==> src/ssbd_pkg.sv <==
// Functional notes
// (RULE1) Position mode: lit while error within window
// (RULE2) Rotation segment lit while speed above threshold
// (RULE3) Speed mode: lit while command above threshold
// (RULE4) Position mode: lit while command pulses arrive
// (RULE5) Torque mode: lit above fraction of rated
// (RULE6) Position mode: lit while clear input asserted
// (RULE7) Command noise flashes the minus segment
// (RULE8) Bus mode: group A shows port A
// (RULE9) Bus mode: group B shows port B
// (RULE10) Speed match lit in window; torque always
// (RULE11) Base-block segment lit while servo off
// (RULE12) Mode picks sources; compare each refresh
package ssbd_pkg;
	// ----------------------------------------
	// Register map (byte addresses)
	// ----------------------------------------
	localparam logic [7:0] A_CTRL    = 8'h00; // Mode and units
	localparam logic [7:0] A_POS_WIN = 8'h04; // Position window
	localparam logic [7:0] A_ROT     = 8'h08; // Rotation thr, rotary
	localparam logic [7:0] A_LROT    = 8'h0C; // Rotation thr, linear
	localparam logic [7:0] A_MATCH   = 8'h10; // Match window, rotary
	localparam logic [7:0] A_LMATCH  = 8'h14; // Match window, linear
	localparam logic [7:0] A_TRQ_PCT = 8'h18; // Torque fraction, %
	localparam logic [7:0] A_RATED   = 8'h1C; // Rated torque
	localparam logic [7:0] A_SEG     = 8'h20; // Segment state, RO
	localparam logic [7:0] A_STAT    = 8'h24; // Sticky events, W1C
	localparam logic [7:0] A_MASK    = 8'h28; // Interrupt mask
	// ----------------------------------------
	// Reset values
	// ----------------------------------------
	localparam logic [31:0] R_POS_WIN = 32'h7;   // 7 command units
	localparam logic [31:0] R_ROT     = 32'h14;  // 20 per minute
	localparam logic [31:0] R_MATCH   = 32'hA;   // 10 per minute
	localparam logic [31:0] R_TRQ_PCT = 32'hA;   // Ten percent
	localparam logic [31:0] R_RATED   = 32'h3E8; // Neutral rated value
	localparam logic [31:0] PCT_FULL  = 32'h64;  // One hundred percent
	// ----------------------------------------
	// Field positions
	// ----------------------------------------
	localparam int CTRL_LIN = 2; // Linear motor units
	localparam int SEG_BASE = 0; // Base block
	localparam int SEG_MTCH = 1; // Done or speed match
	localparam int SEG_ROT  = 2; // Rotation detect
	localparam int SEG_CMD  = 3; // Command present
	localparam int SEG_CLR  = 4; // Clear input
	localparam int EV_NOISE = 0; // Noise seen
	localparam int EV_DONE  = 1; // Positioning done rose
	localparam int EV_ROT   = 2; // Rotation detect rose
	localparam int EV_CLR   = 3; // Clear input rose
	localparam int EV_W     = 4; // Event count
	localparam int GRP_W    = 8; // Segments per group
	// ----------------------------------------
	// Timing
	// ----------------------------------------
	localparam int CLK_KHZ    = 20000; // 20 MHz
	localparam int REFRESH_US = 1000;  // Display refresh
	localparam int FLASH_MS   = 250;   // Minus flash half period
	localparam int REFRESH_CYC = (REFRESH_US * CLK_KHZ) / 1000;
	localparam int FLASH_REFR  = (FLASH_MS * 1000) / REFRESH_US;
	// ----------------------------------------
	// Types
	// ----------------------------------------
	typedef enum logic [1:0] {
		SSBD_SPEED = 2'b00,
		SSBD_POS   = 2'b01,
		SSBD_TRQ   = 2'b11,
		SSBD_BUS   = 2'b10
	} ssbd_mode_e;
	typedef struct packed {
		logic [GRP_W-1:0] grp_a; // Indicator group
		logic [GRP_W-1:0] grp_b; // Second group
		logic             minus; // Upper-left minus
	} ssbd_seg_s;
endpackage : ssbd_pkg

==> src/ssbd_display.sv <==
`timescale 1ns/1ps
module ssbd_display #(
	parameter int POS_W   = 24,
	parameter int SPD_W   = 16,
	parameter int REFRESH = ssbd_pkg::REFRESH_CYC,
	parameter int FLASH   = ssbd_pkg::FLASH_REFR
) (
	// Clock and reset
	input  wire logic                     clock,
	input  wire logic                     srst,
	// Register port
	input  wire logic [7:0]               addr,
	input  wire logic [31:0]              wdata,
	input  wire logic                     wr,
	input  wire logic                     rd,
	output logic      [31:0]              rdata,
	// Servo conditions
	input  wire logic signed [POS_W-1:0]  pos_err,
	input  wire logic signed [SPD_W-1:0]  speed,
	input  wire logic signed [SPD_W-1:0]  speed_cmd,
	input  wire logic signed [SPD_W-1:0]  torque_cmd,
	input  wire logic                     cmd_pulse,
	input  wire logic                     clear_in,
	input  wire logic                     noise_det,
	input  wire logic                     servo_on,
	// Bus connector inputs
	input  wire logic [ssbd_pkg::GRP_W-1:0] bus_port_a_inputs,
	input  wire logic [ssbd_pkg::GRP_W-1:0] bus_port_b_inputs,
	// Display and interrupt
	output ssbd_pkg::ssbd_seg_s           seg,
	output logic                          irq
);
	import ssbd_pkg::*;

	// ----------------------------------------
	// Helpers
	// ----------------------------------------
	// Magnitude of a signed quantity
	function automatic logic [POS_W-1:0] mag(
		input logic signed [POS_W-1:0] v
	);
		mag = v[POS_W-1] ? POS_W'(-v) : v;
	endfunction : mag

	// Widen a speed-size value for mag
	function automatic logic signed [POS_W-1:0] wid(
		input logic signed [SPD_W-1:0] v
	);
		wid = POS_W'(v);
	endfunction : wid

	// ----------------------------------------
	// Registers
	// ----------------------------------------
	logic [1:0]        mode_ff;     // Control mode
	logic              lin_ff;      // Linear units
	logic [31:0]       pos_win_ff;  // Position window
	logic [31:0]       rot_ff;      // Rotary threshold
	logic [31:0]       lrot_ff;     // Linear threshold
	logic [31:0]       match_ff;    // Rotary match window
	logic [31:0]       lmatch_ff;   // Linear match window
	logic [31:0]       pct_ff;      // Torque percent
	logic [31:0]       rated_ff;    // Rated torque
	logic [EV_W-1:0]   stat_ff;     // Sticky events
	logic [EV_W-1:0]   mask_ff;     // Interrupt mask
	logic [31:0]       rdata_ff;    // Read data

	// ----------------------------------------
	// Address decode
	// ----------------------------------------
	wire w_ctrl  = wr && (addr == A_CTRL);
	wire w_posw  = wr && (addr == A_POS_WIN);
	wire w_rot   = wr && (addr == A_ROT);
	wire w_lrot  = wr && (addr == A_LROT);
	wire w_mtch  = wr && (addr == A_MATCH);
	wire w_lmtch = wr && (addr == A_LMATCH);
	wire w_pct   = wr && (addr == A_TRQ_PCT);
	wire w_rated = wr && (addr == A_RATED);
	wire w_stat  = wr && (addr == A_STAT);
	wire w_mask  = wr && (addr == A_MASK);

	// ----------------------------------------
	// Refresh and flash timing
	// ----------------------------------------
	logic [31:0] ref_cnt_ff;   // Cycles in refresh period
	logic [31:0] flash_cnt_ff; // Refreshes in half flash
	logic        blink_ff;     // Flash phase

	// One-cycle tick at end of each refresh period
	wire tick = (ref_cnt_ff == 32'(REFRESH - 1));
	wire flip = tick && (flash_cnt_ff == 32'(FLASH - 1));

	// Refresh counter free-runs
	always_ff @(posedge clock) begin
		if (srst || tick) begin
			ref_cnt_ff <= '0;
		end else begin
			ref_cnt_ff <= ref_cnt_ff + 32'h1;
		end
	end

	// Flash counter counts refreshes
	always_ff @(posedge clock) begin
		if (srst || flip) begin
			flash_cnt_ff <= '0;
		end else if (tick) begin
			flash_cnt_ff <= flash_cnt_ff + 32'h1;
		end
	end

	// Flash phase toggles each half period
	always_ff @(posedge clock) begin
		if (srst) begin
			blink_ff <= 1'b0;
		end else if (flip) begin
			blink_ff <= ~blink_ff;
		end
	end

	// ----------------------------------------
	// Per-period event capture
	// ----------------------------------------
	// Pulses and noise are brief, so they are held
	// over a whole refresh period to stay visible.
	logic pulse_acc_ff; // Pulse seen this period
	logic noise_acc_ff; // Noise seen this period

	always_ff @(posedge clock) begin
		if (srst || tick) begin
			pulse_acc_ff <= 1'b0;
			noise_acc_ff <= 1'b0;
		end else begin
			pulse_acc_ff <= pulse_acc_ff | cmd_pulse;
			noise_acc_ff <= noise_acc_ff | noise_det;
		end
	end

	// ----------------------------------------
	// Threshold comparisons
	// ----------------------------------------
	// Unit set chosen by linear bit
	wire [31:0] thr_rot = lin_ff ? lrot_ff : rot_ff;
	wire [31:0] thr_mch = lin_ff ? lmatch_ff : match_ff;

	wire [POS_W-1:0] spd_m  = mag(wid(speed));
	wire [POS_W-1:0] cmd_m  = mag(wid(speed_cmd));
	wire [POS_W-1:0] trq_m  = mag(wid(torque_cmd));
	wire [POS_W-1:0] err_m  = mag(pos_err);
	wire [POS_W-1:0] serr_m = mag(wid(speed) - wid(speed_cmd));

	// Torque checked as trq*100 > pct*rated
	wire [63:0] trq_l = 64'(trq_m) * 64'(PCT_FULL);
	wire [63:0] trq_r = 64'(pct_ff) * 64'(rated_ff);

	wire c_done = 32'(err_m) <= pos_win_ff;  // [RULE1]
	wire c_rot  = 32'(spd_m) > thr_rot;      // [RULE2]
	wire c_scmd = 32'(cmd_m) > thr_rot;      // [RULE3]
	wire c_trq  = trq_l > trq_r;             // [RULE5]
	wire c_mtch = 32'(serr_m) <= thr_mch;    // [RULE10]

	// ----------------------------------------
	// Refresh-sampled conditions
	// ----------------------------------------
	logic done_ff;  // Positioning done
	logic rot_s_ff; // Rotating
	logic scmd_ff;  // Speed command present
	logic trq_s_ff; // Torque command present
	logic mtch_ff;  // Speed matched
	logic pls_ff;   // Pulses during last period
	logic clr_s_ff; // Clear asserted
	logic nse_ff;   // Noise during last period
	logic bb_ff;    // Servo off

	// All comparisons refreshed once per period
	always_ff @(posedge clock) begin
		if (srst) begin
			done_ff  <= 1'b0;
			rot_s_ff <= 1'b0;
			scmd_ff  <= 1'b0;
			trq_s_ff <= 1'b0;
			mtch_ff  <= 1'b0;
			pls_ff   <= 1'b0;
			clr_s_ff <= 1'b0;
			nse_ff   <= 1'b0;
			bb_ff    <= 1'b1;
		end else if (tick) begin // [RULE12]
			done_ff  <= c_done;
			rot_s_ff <= c_rot;
			scmd_ff  <= c_scmd;
			trq_s_ff <= c_trq;
			mtch_ff  <= c_mtch;
			pls_ff   <= pulse_acc_ff | cmd_pulse; // [RULE4]
			clr_s_ff <= clear_in;                 // [RULE6]
			nse_ff   <= noise_acc_ff | noise_det; // [RULE7]
			bb_ff    <= ~servo_on;                // [RULE11]
		end
	end

	// ----------------------------------------
	// Mode selection of shared segments
	// ----------------------------------------
	logic [GRP_W-1:0] ind; // Indicator group by mode

	// Mode decides what each segment means
	always_comb begin
		ind = '0;
		ind[SEG_BASE] = bb_ff;            // [RULE11]
		ind[SEG_ROT]  = rot_s_ff;         // [RULE2]
		case (ssbd_mode_e'(mode_ff))
			SSBD_SPEED: begin
				ind[SEG_MTCH] = mtch_ff;    // [RULE10]
				ind[SEG_CMD]  = scmd_ff;    // [RULE3]
			end
			SSBD_POS: begin
				ind[SEG_MTCH] = done_ff;    // [RULE1]
				ind[SEG_CMD]  = pls_ff;     // [RULE4]
				ind[SEG_CLR]  = clr_s_ff;   // [RULE6]
			end
			SSBD_TRQ: begin
				ind[SEG_MTCH] = 1'b1;       // [RULE10]
				ind[SEG_CMD]  = trq_s_ff;   // [RULE5]
			end
			default: begin
				ind = '0;                   // Bus mode
			end
		endcase
	end

	wire is_bus = (ssbd_mode_e'(mode_ff) == SSBD_BUS);

	// Next display image
	wire [GRP_W-1:0] nxt_a = is_bus ? bus_port_a_inputs : ind;
	wire [GRP_W-1:0] nxt_b = is_bus ? bus_port_b_inputs : '0;

	// Display image registered for clean outputs
	always_ff @(posedge clock) begin
		if (srst) begin
			seg <= '0;
		end else begin
			seg.grp_a <= nxt_a;             // [RULE8]
			seg.grp_b <= nxt_b;             // [RULE9]
			seg.minus <= nse_ff & blink_ff; // [RULE7]
		end
	end

	// ----------------------------------------
	// Event detection and interrupt
	// ----------------------------------------
	logic done_d_ff; // Previous done
	logic rot_d_ff;  // Previous rotation
	logic clr_d_ff;  // Previous clear

	always_ff @(posedge clock) begin
		if (srst) begin
			done_d_ff <= 1'b0;
			rot_d_ff  <= 1'b0;
			clr_d_ff  <= 1'b0;
		end else begin
			done_d_ff <= done_ff;
			rot_d_ff  <= rot_s_ff;
			clr_d_ff  <= clr_s_ff;
		end
	end

	logic [EV_W-1:0] ev; // Edge events last one cycle; noise is the raw level

	always_comb begin
		ev = '0;
		ev[EV_NOISE] = noise_det;
		ev[EV_DONE]  = done_ff & ~done_d_ff;
		ev[EV_ROT]   = rot_s_ff & ~rot_d_ff;
		ev[EV_CLR]   = clr_s_ff & ~clr_d_ff;
	end

	// Set wins over a same-cycle clear
	wire [EV_W-1:0] clr_w = w_stat ? wdata[EV_W-1:0] : '0;
	wire [EV_W-1:0] nxt_stat = (stat_ff & ~clr_w) | ev;

	always_ff @(posedge clock) begin
		if (srst) begin
			stat_ff <= '0;
		end else begin
			stat_ff <= nxt_stat;
		end
	end

	assign irq = |(stat_ff & mask_ff);

	// ----------------------------------------
	// Register writes
	// ----------------------------------------
	// Control and mask
	always_ff @(posedge clock) begin
		if (srst) begin
			mode_ff <= SSBD_SPEED;
			lin_ff  <= 1'b0;
			mask_ff <= '0;
		end else begin
			if (w_ctrl) begin
				mode_ff <= wdata[1:0];
				lin_ff  <= wdata[CTRL_LIN];
			end
			if (w_mask) begin
				mask_ff <= wdata[EV_W-1:0];
			end
		end
	end

	// Threshold parameters
	always_ff @(posedge clock) begin
		if (srst) begin
			pos_win_ff <= R_POS_WIN;
			rot_ff     <= R_ROT;
			lrot_ff    <= R_ROT;
			match_ff   <= R_MATCH;
			lmatch_ff  <= R_MATCH;
			pct_ff     <= R_TRQ_PCT;
			rated_ff   <= R_RATED;
		end else begin
			if (w_posw)  pos_win_ff <= wdata;
			if (w_rot)   rot_ff     <= wdata;
			if (w_lrot)  lrot_ff    <= wdata;
			if (w_mtch)  match_ff   <= wdata;
			if (w_lmtch) lmatch_ff  <= wdata;
			if (w_pct)   pct_ff     <= wdata;
			if (w_rated) rated_ff   <= wdata;
		end
	end

	// ----------------------------------------
	// Register reads
	// ----------------------------------------
	logic [31:0] nxt_rdata; // Read mux

	// Unmapped addresses read zero
	always_comb begin
		case (addr)
			A_CTRL:    nxt_rdata = {29'h0, lin_ff, mode_ff};
			A_POS_WIN: nxt_rdata = pos_win_ff;
			A_ROT:     nxt_rdata = rot_ff;
			A_LROT:    nxt_rdata = lrot_ff;
			A_MATCH:   nxt_rdata = match_ff;
			A_LMATCH:  nxt_rdata = lmatch_ff;
			A_TRQ_PCT: nxt_rdata = pct_ff;
			A_RATED:   nxt_rdata = rated_ff;
			A_SEG:     nxt_rdata = 32'(seg);
			A_STAT:    nxt_rdata = 32'(stat_ff);
			A_MASK:    nxt_rdata = 32'(mask_ff);
			default:   nxt_rdata = '0;
		endcase
	end

	// Data stand only in the cycle after the strobe
	always_ff @(posedge clock) begin
		if (srst) begin
			rdata_ff <= '0;
		end else begin
			rdata_ff <= rd ? nxt_rdata : '0;
		end
	end

	assign rdata = rdata_ff;
endmodule : ssbd_display

==> config.mk <==
export PLATFORM = sky130hd
export DESIGN_NAME = ssbd_display
export DESIGN_NICKNAME = d
export VERILOG_FILES = /design/src/ssbd_pkg.sv /design/src/ssbd_display.sv
export SDC_FILE = /design/constraint.sdc
export NUM_CORES = 2
export LEC_CHECK = 0
export BUFFER_PORTS_ARGS = -buffer_cell sky130_fd_sc_hd__buf_2
export CAP_MARGIN = 20
export CORE_MARGIN = 8
export CORE_UTILIZATION = 51
export CTS_BUF_LIST = sky130_fd_sc_hd__clkbuf_4 sky130_fd_sc_hd__clkbuf_8
export CTS_CLUSTER_SIZE = 40
export DETAILED_ROUTE_END_ITERATION = 6
export GPL_ROUTABILITY_DRIVEN = 0
export GPL_TIMING_DRIVEN = 0
export PLACE_DENSITY_LB_ADDON = 0.1
export SKIP_LAST_GASP = 1
export SLEW_MARGIN = 10
export SYNTH_ARGS = -nofsm -noshare
export SYNTH_HDL_FRONTEND = slang
export SYNTH_SLANG_ARGS = --single-unit
==> constraint.sdc <==
create_clock -name clock -period 10.1 [get_ports clock]
set_clock_uncertainty 0.15 [all_clocks]
set_input_delay 2.525 -clock clock [delete_from_list [all_inputs] [get_ports clock]]
set_output_delay 2.525 -clock clock [all_outputs]
set_load 0.005 [all_outputs]
Yosys cells after proc, flatten, opt, wreduce, memory -nomap -nowiden
Index checks and enable logic that the tools add are counted.
{"block": "totals", "mem_bits_rw": 0, "n_memories": 0, "out_inout_bits": 50, "latchBits": 0, "rom_bits": 0, "wordCells": 114, "regBits": 363}
{"block": "classes", "div": 0, "n_bitwise": 17, "n_lt_le_gt_ge": 5, "n_reduce_logical": 19, "addsub": 8, "eq_ne": 15, "n_mul": 2, "muxes": 15, "n_shift": 0}
{"cell": "one-hot mux 32 bit (11 select lines)", "n": 1}
{"cell": "two-way mux 24 bit", "n": 5}
{"cell": "negation 16 -> 24 bit", "n": 3}
{"cell": "adder 32 x 1 -> 32 bit, second input constant", "n": 2}
{"cell": "greater-than comparator 24 x 32 -> 1 bit", "n": 2}
{"cell": "greater-than comparator 31 x 64 -> 1 bit", "n": 1}
{"cell": "<= comparator 24 x 32 -> 1 bit", "n": 2}
{"cell": "multiplier 32 x 32 -> 64 bit", "n": 1}
{"cell": "two-way mux 32 bit", "n": 2}
{"cell": "equality test 32 x 15 -> 1 bit, second input constant", "n": 1}
{"cell": "equality test 32 x 8 -> 1 bit, second input constant", "n": 1}
{"cell": "equality test 8 x 5 -> 1 bit, second input constant", "n": 4}
{"cell": "multiplier 24 x 5 -> 29 bit, second input constant", "n": 1}
{"cell": "equality test 8 x 6 -> 1 bit, second input constant", "n": 3}
{"cell": "negation 17 -> 24 bit", "n": 1}
{"cell": "negation 24 bit", "n": 1}
{"cell": "subtractor 16 x 16 -> 17 bit", "n": 1}
{"cell": "equality test 8 x 4 -> 1 bit, second input constant", "n": 2}
{"cell": "logical AND 1 bit", "n": 11}
{"cell": "AND 4 bit", "n": 2}
{"cell": "equality test 8 x 3 -> 1 bit, second input constant", "n": 1}
{"cell": "logical NOT 8 bit", "n": 1}
{"cell": "NOT 1 bit", "n": 7}
{"cell": "one-hot mux 1 bit (3 select lines)", "n": 2}
{"cell": "other kinds (14)", "n": 23}

Longest topological paths before layout
{"block": "logic_depth", "depth_word": 6, "ltp_mapped": 42, "ltp_nobuf": 40}

Worst setup path before layout
Ideal clock, no wire load.
{"block": "synth_path", "path_type": "input to register", "startpoint": "input torque_cmd[1]", "endpoint": "register trq_s_ff", "setup_ns": 0.059, "n_path_buf": 0, "setup_slack_ns": 1.322, "arrival_time_ns": 8.569, "path_stages": 34, "cell_sequence": "inv_1 ha_1 nand2_1 or3_1 or4_1 o21ai_0 xnor2_1 ha_1 ha_1 inv_1 fa_1 inv_1 ha_1 nor3_1 a211o_1 nand2b_1 a31oi_1 a21o_1 a21oi_1 xnor2_1 ha_1 nand4_1 nor3_1 nand2_1 o221ai_1 nor4_1 nand4_1 a2111oi_2 nand4_1 nor4_2 nand4_1 a2111oi_2 nand4_1 nand2_1"}
{"block": "synth_via", "elab_chain_cells": 4}
{"element": "start: declaration", "line": "ssbd_display.sv:21", "source": "input wire logic signed [SPD_W-1:0] torque_cmd,"}
{"element": "negation 16 -> 24 bit", "line": "ssbd_display.sv:42", "source": "mag = v[POS_W-1] ? POS_W'(-v) : v;"}
{"element": "two-way mux 24 bit *", "line": "ssbd_display.sv:42"}
{"element": "multiplier 24 x 5 -> 29 bit *", "line": "ssbd_display.sv:152", "source": "wire [63:0] trq_l = 64'(trq_m) * 64'(PCT_FULL);"}
{"element": "greater-than comparator 31 x 64 -> 1 bit *", "line": "ssbd_display.sv:158", "source": "wire c_trq = trq_l > trq_r;"}
{"element": "end signal: assignment", "line": "ssbd_display.sv:190", "source": "trq_s_ff <= c_trq;"}
{"element": "end: declaration", "line": "ssbd_display.sv:167", "source": "logic trq_s_ff;"}
Mark *: on every way between the ends. The rest lies on a longest branch, timed or not.
A chain may end at the register's enable or synchronous reset.

Final worst setup path
{"block": "layout_path", "startpoint": "register pct_ff[16]", "endpoint": "register trq_s_ff"}
{"block": "layout_via", "elab_chain_cells": 2}
{"element": "start: declaration", "line": "ssbd_display.sv:62", "source": "logic [31:0] pct_ff;"}
{"element": "start signal: assignment", "line": "ssbd_display.sv:325", "source": "if (w_pct) pct_ff <= wdata;"}
{"element": "multiplier 32 x 32 -> 64 bit", "line": "ssbd_display.sv:153", "source": "wire [63:0] trq_r = 64'(pct_ff) * 64'(rated_ff);"}
{"element": "greater-than comparator 31 x 64 -> 1 bit", "line": "ssbd_display.sv:158"}
Every way passes these cells.

==> qor.yml <==
gr-total-overflow: 0
arrival_ns: 11.02
setup_ws_ns: -0.4981
route.detailed.drc: 15
fp.dieW_um: 346.7
ys_async_sr_fraction: 0
period_share: 1.049
power.density_nw_per_um2: 62.15
power_frac_comb: 0.289
core_area_um2: 108700
drv_slew: 0
hold_class: "reg -> reg"
yosys_warnings: 0
root_buffer: "clkbuf_8"
syn_inst: 6548
routed_wl_um: 199200
met2_usage: 0.5068
drt_pass1_iterations: 7
final_cell_mix: "inv_1, nand2_1, fa_1"
synth_area_um2: 55780
ys_seq_elements: 363
insertion_delay_ns: 0.65
grt_start_max_net_pins: 14
fmax_mhz: 94.36
rr_worst_depth: 38
synth_top_flop_cell: "dfxtp_1"
rr_startpoint: "pct_ff[16]"
swShare: 0.3242
h-tree-depth: 2
synth.area.top_cells: "fa_1, dfxtp_1, ha_1"
cts_tree: "yes"
p_int_uw: 2598
synth_top_area_share: 0.3288
antenna_found_initial: 20
leakagePower_uw: 0.02853
min_period_ns: 10.60
filler_cell_count: 10070
top_usage_layer: "met2"
fp.dieH_um: 346.7
io_buffer_count: 180
grtUsageTotal: 0.3237
p_clk_frac: 0.340
crit_slowest_cell: "clkbuf_1"
switchingPower_uw: 1246
setup_viol: 1
critPathMaxStageDelay_ns: 0.64
grt_pass1_wl_um: 297800
ir_worst_vdd_uv: 103.6
rsz0062_at_grt: "true"
cap_violations: 0
worstSetupPathType: "reg -> reg"
final_common_cell: "inv_1"
synth-seq-area-share: 0.1303
clk_path_buf_depth: 3
drive_above_1_share: 0.09499
final_core_util: 0.5690
die_area_um2: 120200
rows: 121
synth_edf_count: 0
area_growth_pct: 10.90
required_ns: 10.52
vias_per_cell: 5.705
use_met3: 0.07593
cts_buffers: 49
dp_slack_ns: -2.283
yosys.area.top_type: "fa_1"
clk_pin_slew_ns: 0.07
io_pins: 186
whs_ns: 0.3079
grt_pass1_vias: 48300
status: "complete, but fails checks"
clock-sinks: 363
wire_per_inst_um: 23.86
ant_nets: 0
crit_path_max_fanout: 10
whs_path_depth: 2
relSlewSlack: 0.2081
hpwl_um: 167600
cts_hold_buf: 0
hold_start: "pulse_acc_ff"
start_kind: "flip-flop"
cp-startpoint: "pct_ff[16]"
worst_slew_pin_slew_ns: 1.175
seqPwrFrac: 0.371
hold_viol: 0
dr_total_vias: 47640
syn_avg_cell_area_um2: 8.518
violations: "DRC, setup timing"
fin_nets: 8424
drt_iter0_drc: 4338
synth_cell_types: 82
met1_usage: 0.4136
endpoint_kind: "flip-flop"
start_util: 0.5131
[path summary, 6_finish.rpt]
kind	to	slack [ns]
worst max-delay path	trq_s_ff	-0.50
worst min-delay path	pulse_acc_ff	0.31
worst max register to register	trq_s_ff	-0.50
worst min register to register	pulse_acc_ff	0.31
[area by class of cell]
class / instances / area (um2) / share of cell area
Buffer: 348 / 2145 / 0.03467
Multi-Input combinational cell: 4798 / 43870 / 0.7092
Clock buffer: 79 / 987.2 / 0.01596
Inverter: 1072 / 4024 / 0.06505
Tap cell: 1414 / 1769 / 0.02860
Antenna cell: 9 / 22.52 / 0.0003641
Clock inverter: 12 / 147.6 / 0.002387
Sequential cell: 363 / 7425 / 0.1200
Timing Repair Buffer: 255 / 1465 / 0.02369
[per-layer routing]
| metal | part of all wire | vias to the layer above |
|---|---|---|
| li1 | - | 21300 |
| met1 | 0.39 | 23410 |
| met2 | 0.44 | 2365 |
| met3 | 0.10 | 549 |
| met4 | 0.067 | 16 |
| met5 | 0.00054 | - |
[logic make-up (layout without fill, tap and decap cells)]
kind of cell / count (synthesis) / after routing / synth area share
AO/OA/AOI/OAI: 872 / 872 / 0.09881
multiplexers: 60 / 60 / 0.01108
other: 2 / 54 / 0.0001346
adder cells (fa/ha/maj): 1401 / 1401 / 0.4376
XOR/XNOR: 201 / 201 / 0.03181
buffers and inverters: 1430 / 1766 / 0.09675
flip-flops: 363 / 363 / 0.1303
AND/OR/NAND/NOR: 2219 / 2219 / 0.1936
[state kept, by name, summed over array words and instances (netlist names), 2 cells and up]
signal / cells
flash_cnt_ff: 32
lmatch_ff: 32
lrot_ff: 32
mask_ff: 4
match_ff: 32
mode_ff: 2
pct_ff: 32
pos_win_ff: 32
rated_ff: 32
rdata: 32
ref_cnt_ff: 32
rot_ff: 32
seg: 17
stat_ff: 4
[power groups by stage]
stage               Combinational, uW  Sequential (uW)  Clock, uW
floorplan                         776             1470          0
global placement                 1010             1470          0
detailed placement               1040             1470          0
CTS                              1070             1430       1320
global route                     1250             1430       1360
finish                           1110             1430       1310
[worst max-delay path, delay by kind of cell, from the launching register on]
family | cells | cell delay [ns]
xor+xnor | 1 | 0.14
buf+inv | 7 | 1.05
simple gates | 15 | 3.28
compound gates | 6 | 1.47
flops | 1 | 0.42
fa+ha+maj | 9 | 3.98
[synth_stat cells (all sizes together), types with 5 or more instances]
| cell type | number |
|---|---|
| nor2b | 40 |
| or4 | 6 |
| clkbuf | 336 |
| a21o | 67 |
| nor4 | 32 |
| nand2 | 1039 |
| nand3b | 5 |
| o21bai | 17 |
| nand4 | 68 |
| fa | 916 |
| and2 | 617 |
| o21a | 27 |
| o31ai | 25 |
| a31oi | 44 |
| buf | 22 |
| nor4b | 11 |
| nand2b | 31 |
| o41ai | 12 |
| a222oi | 18 |
| o21ai | 114 |
| a22oi | 64 |
| ha | 485 |
| o211ai | 8 |
| dfxtp | 363 |
| nor3 | 43 |
| nand3 | 77 |
| inv | 1071 |
| a22o | 21 |
| a21oi | 368 |
| nor2 | 170 |
| or3 | 25 |
| a211oi | 17 |
| and4 | 5 |
| xor2 | 76 |
| a2111oi | 7 |
| xnor2 | 124 |
| a221oi | 24 |
| mux2i | 55 |
| and3 | 40 |
[what timing repair did]
item	in CTS	in global routing
gates resized for setup	432	96
setup endpoints to repair	1	1
pin swaps	65	80
buffers inserted	53	20
[through the flow]
step	instance area, um2	total power (uW)	setup TNS, ns	instances
global route	61850	4045	-0.8549	8347
detailed placement	58650	2514	-2.283	8188
floorplan	55940	2245	0	6591
CTS	61450	3811	-0.2826	8324
global placement	58610	2485	-2.340	8185
finish	61860	3844	-0.4981	8350
Note: power is estimated with default switching activity, not from simulation.
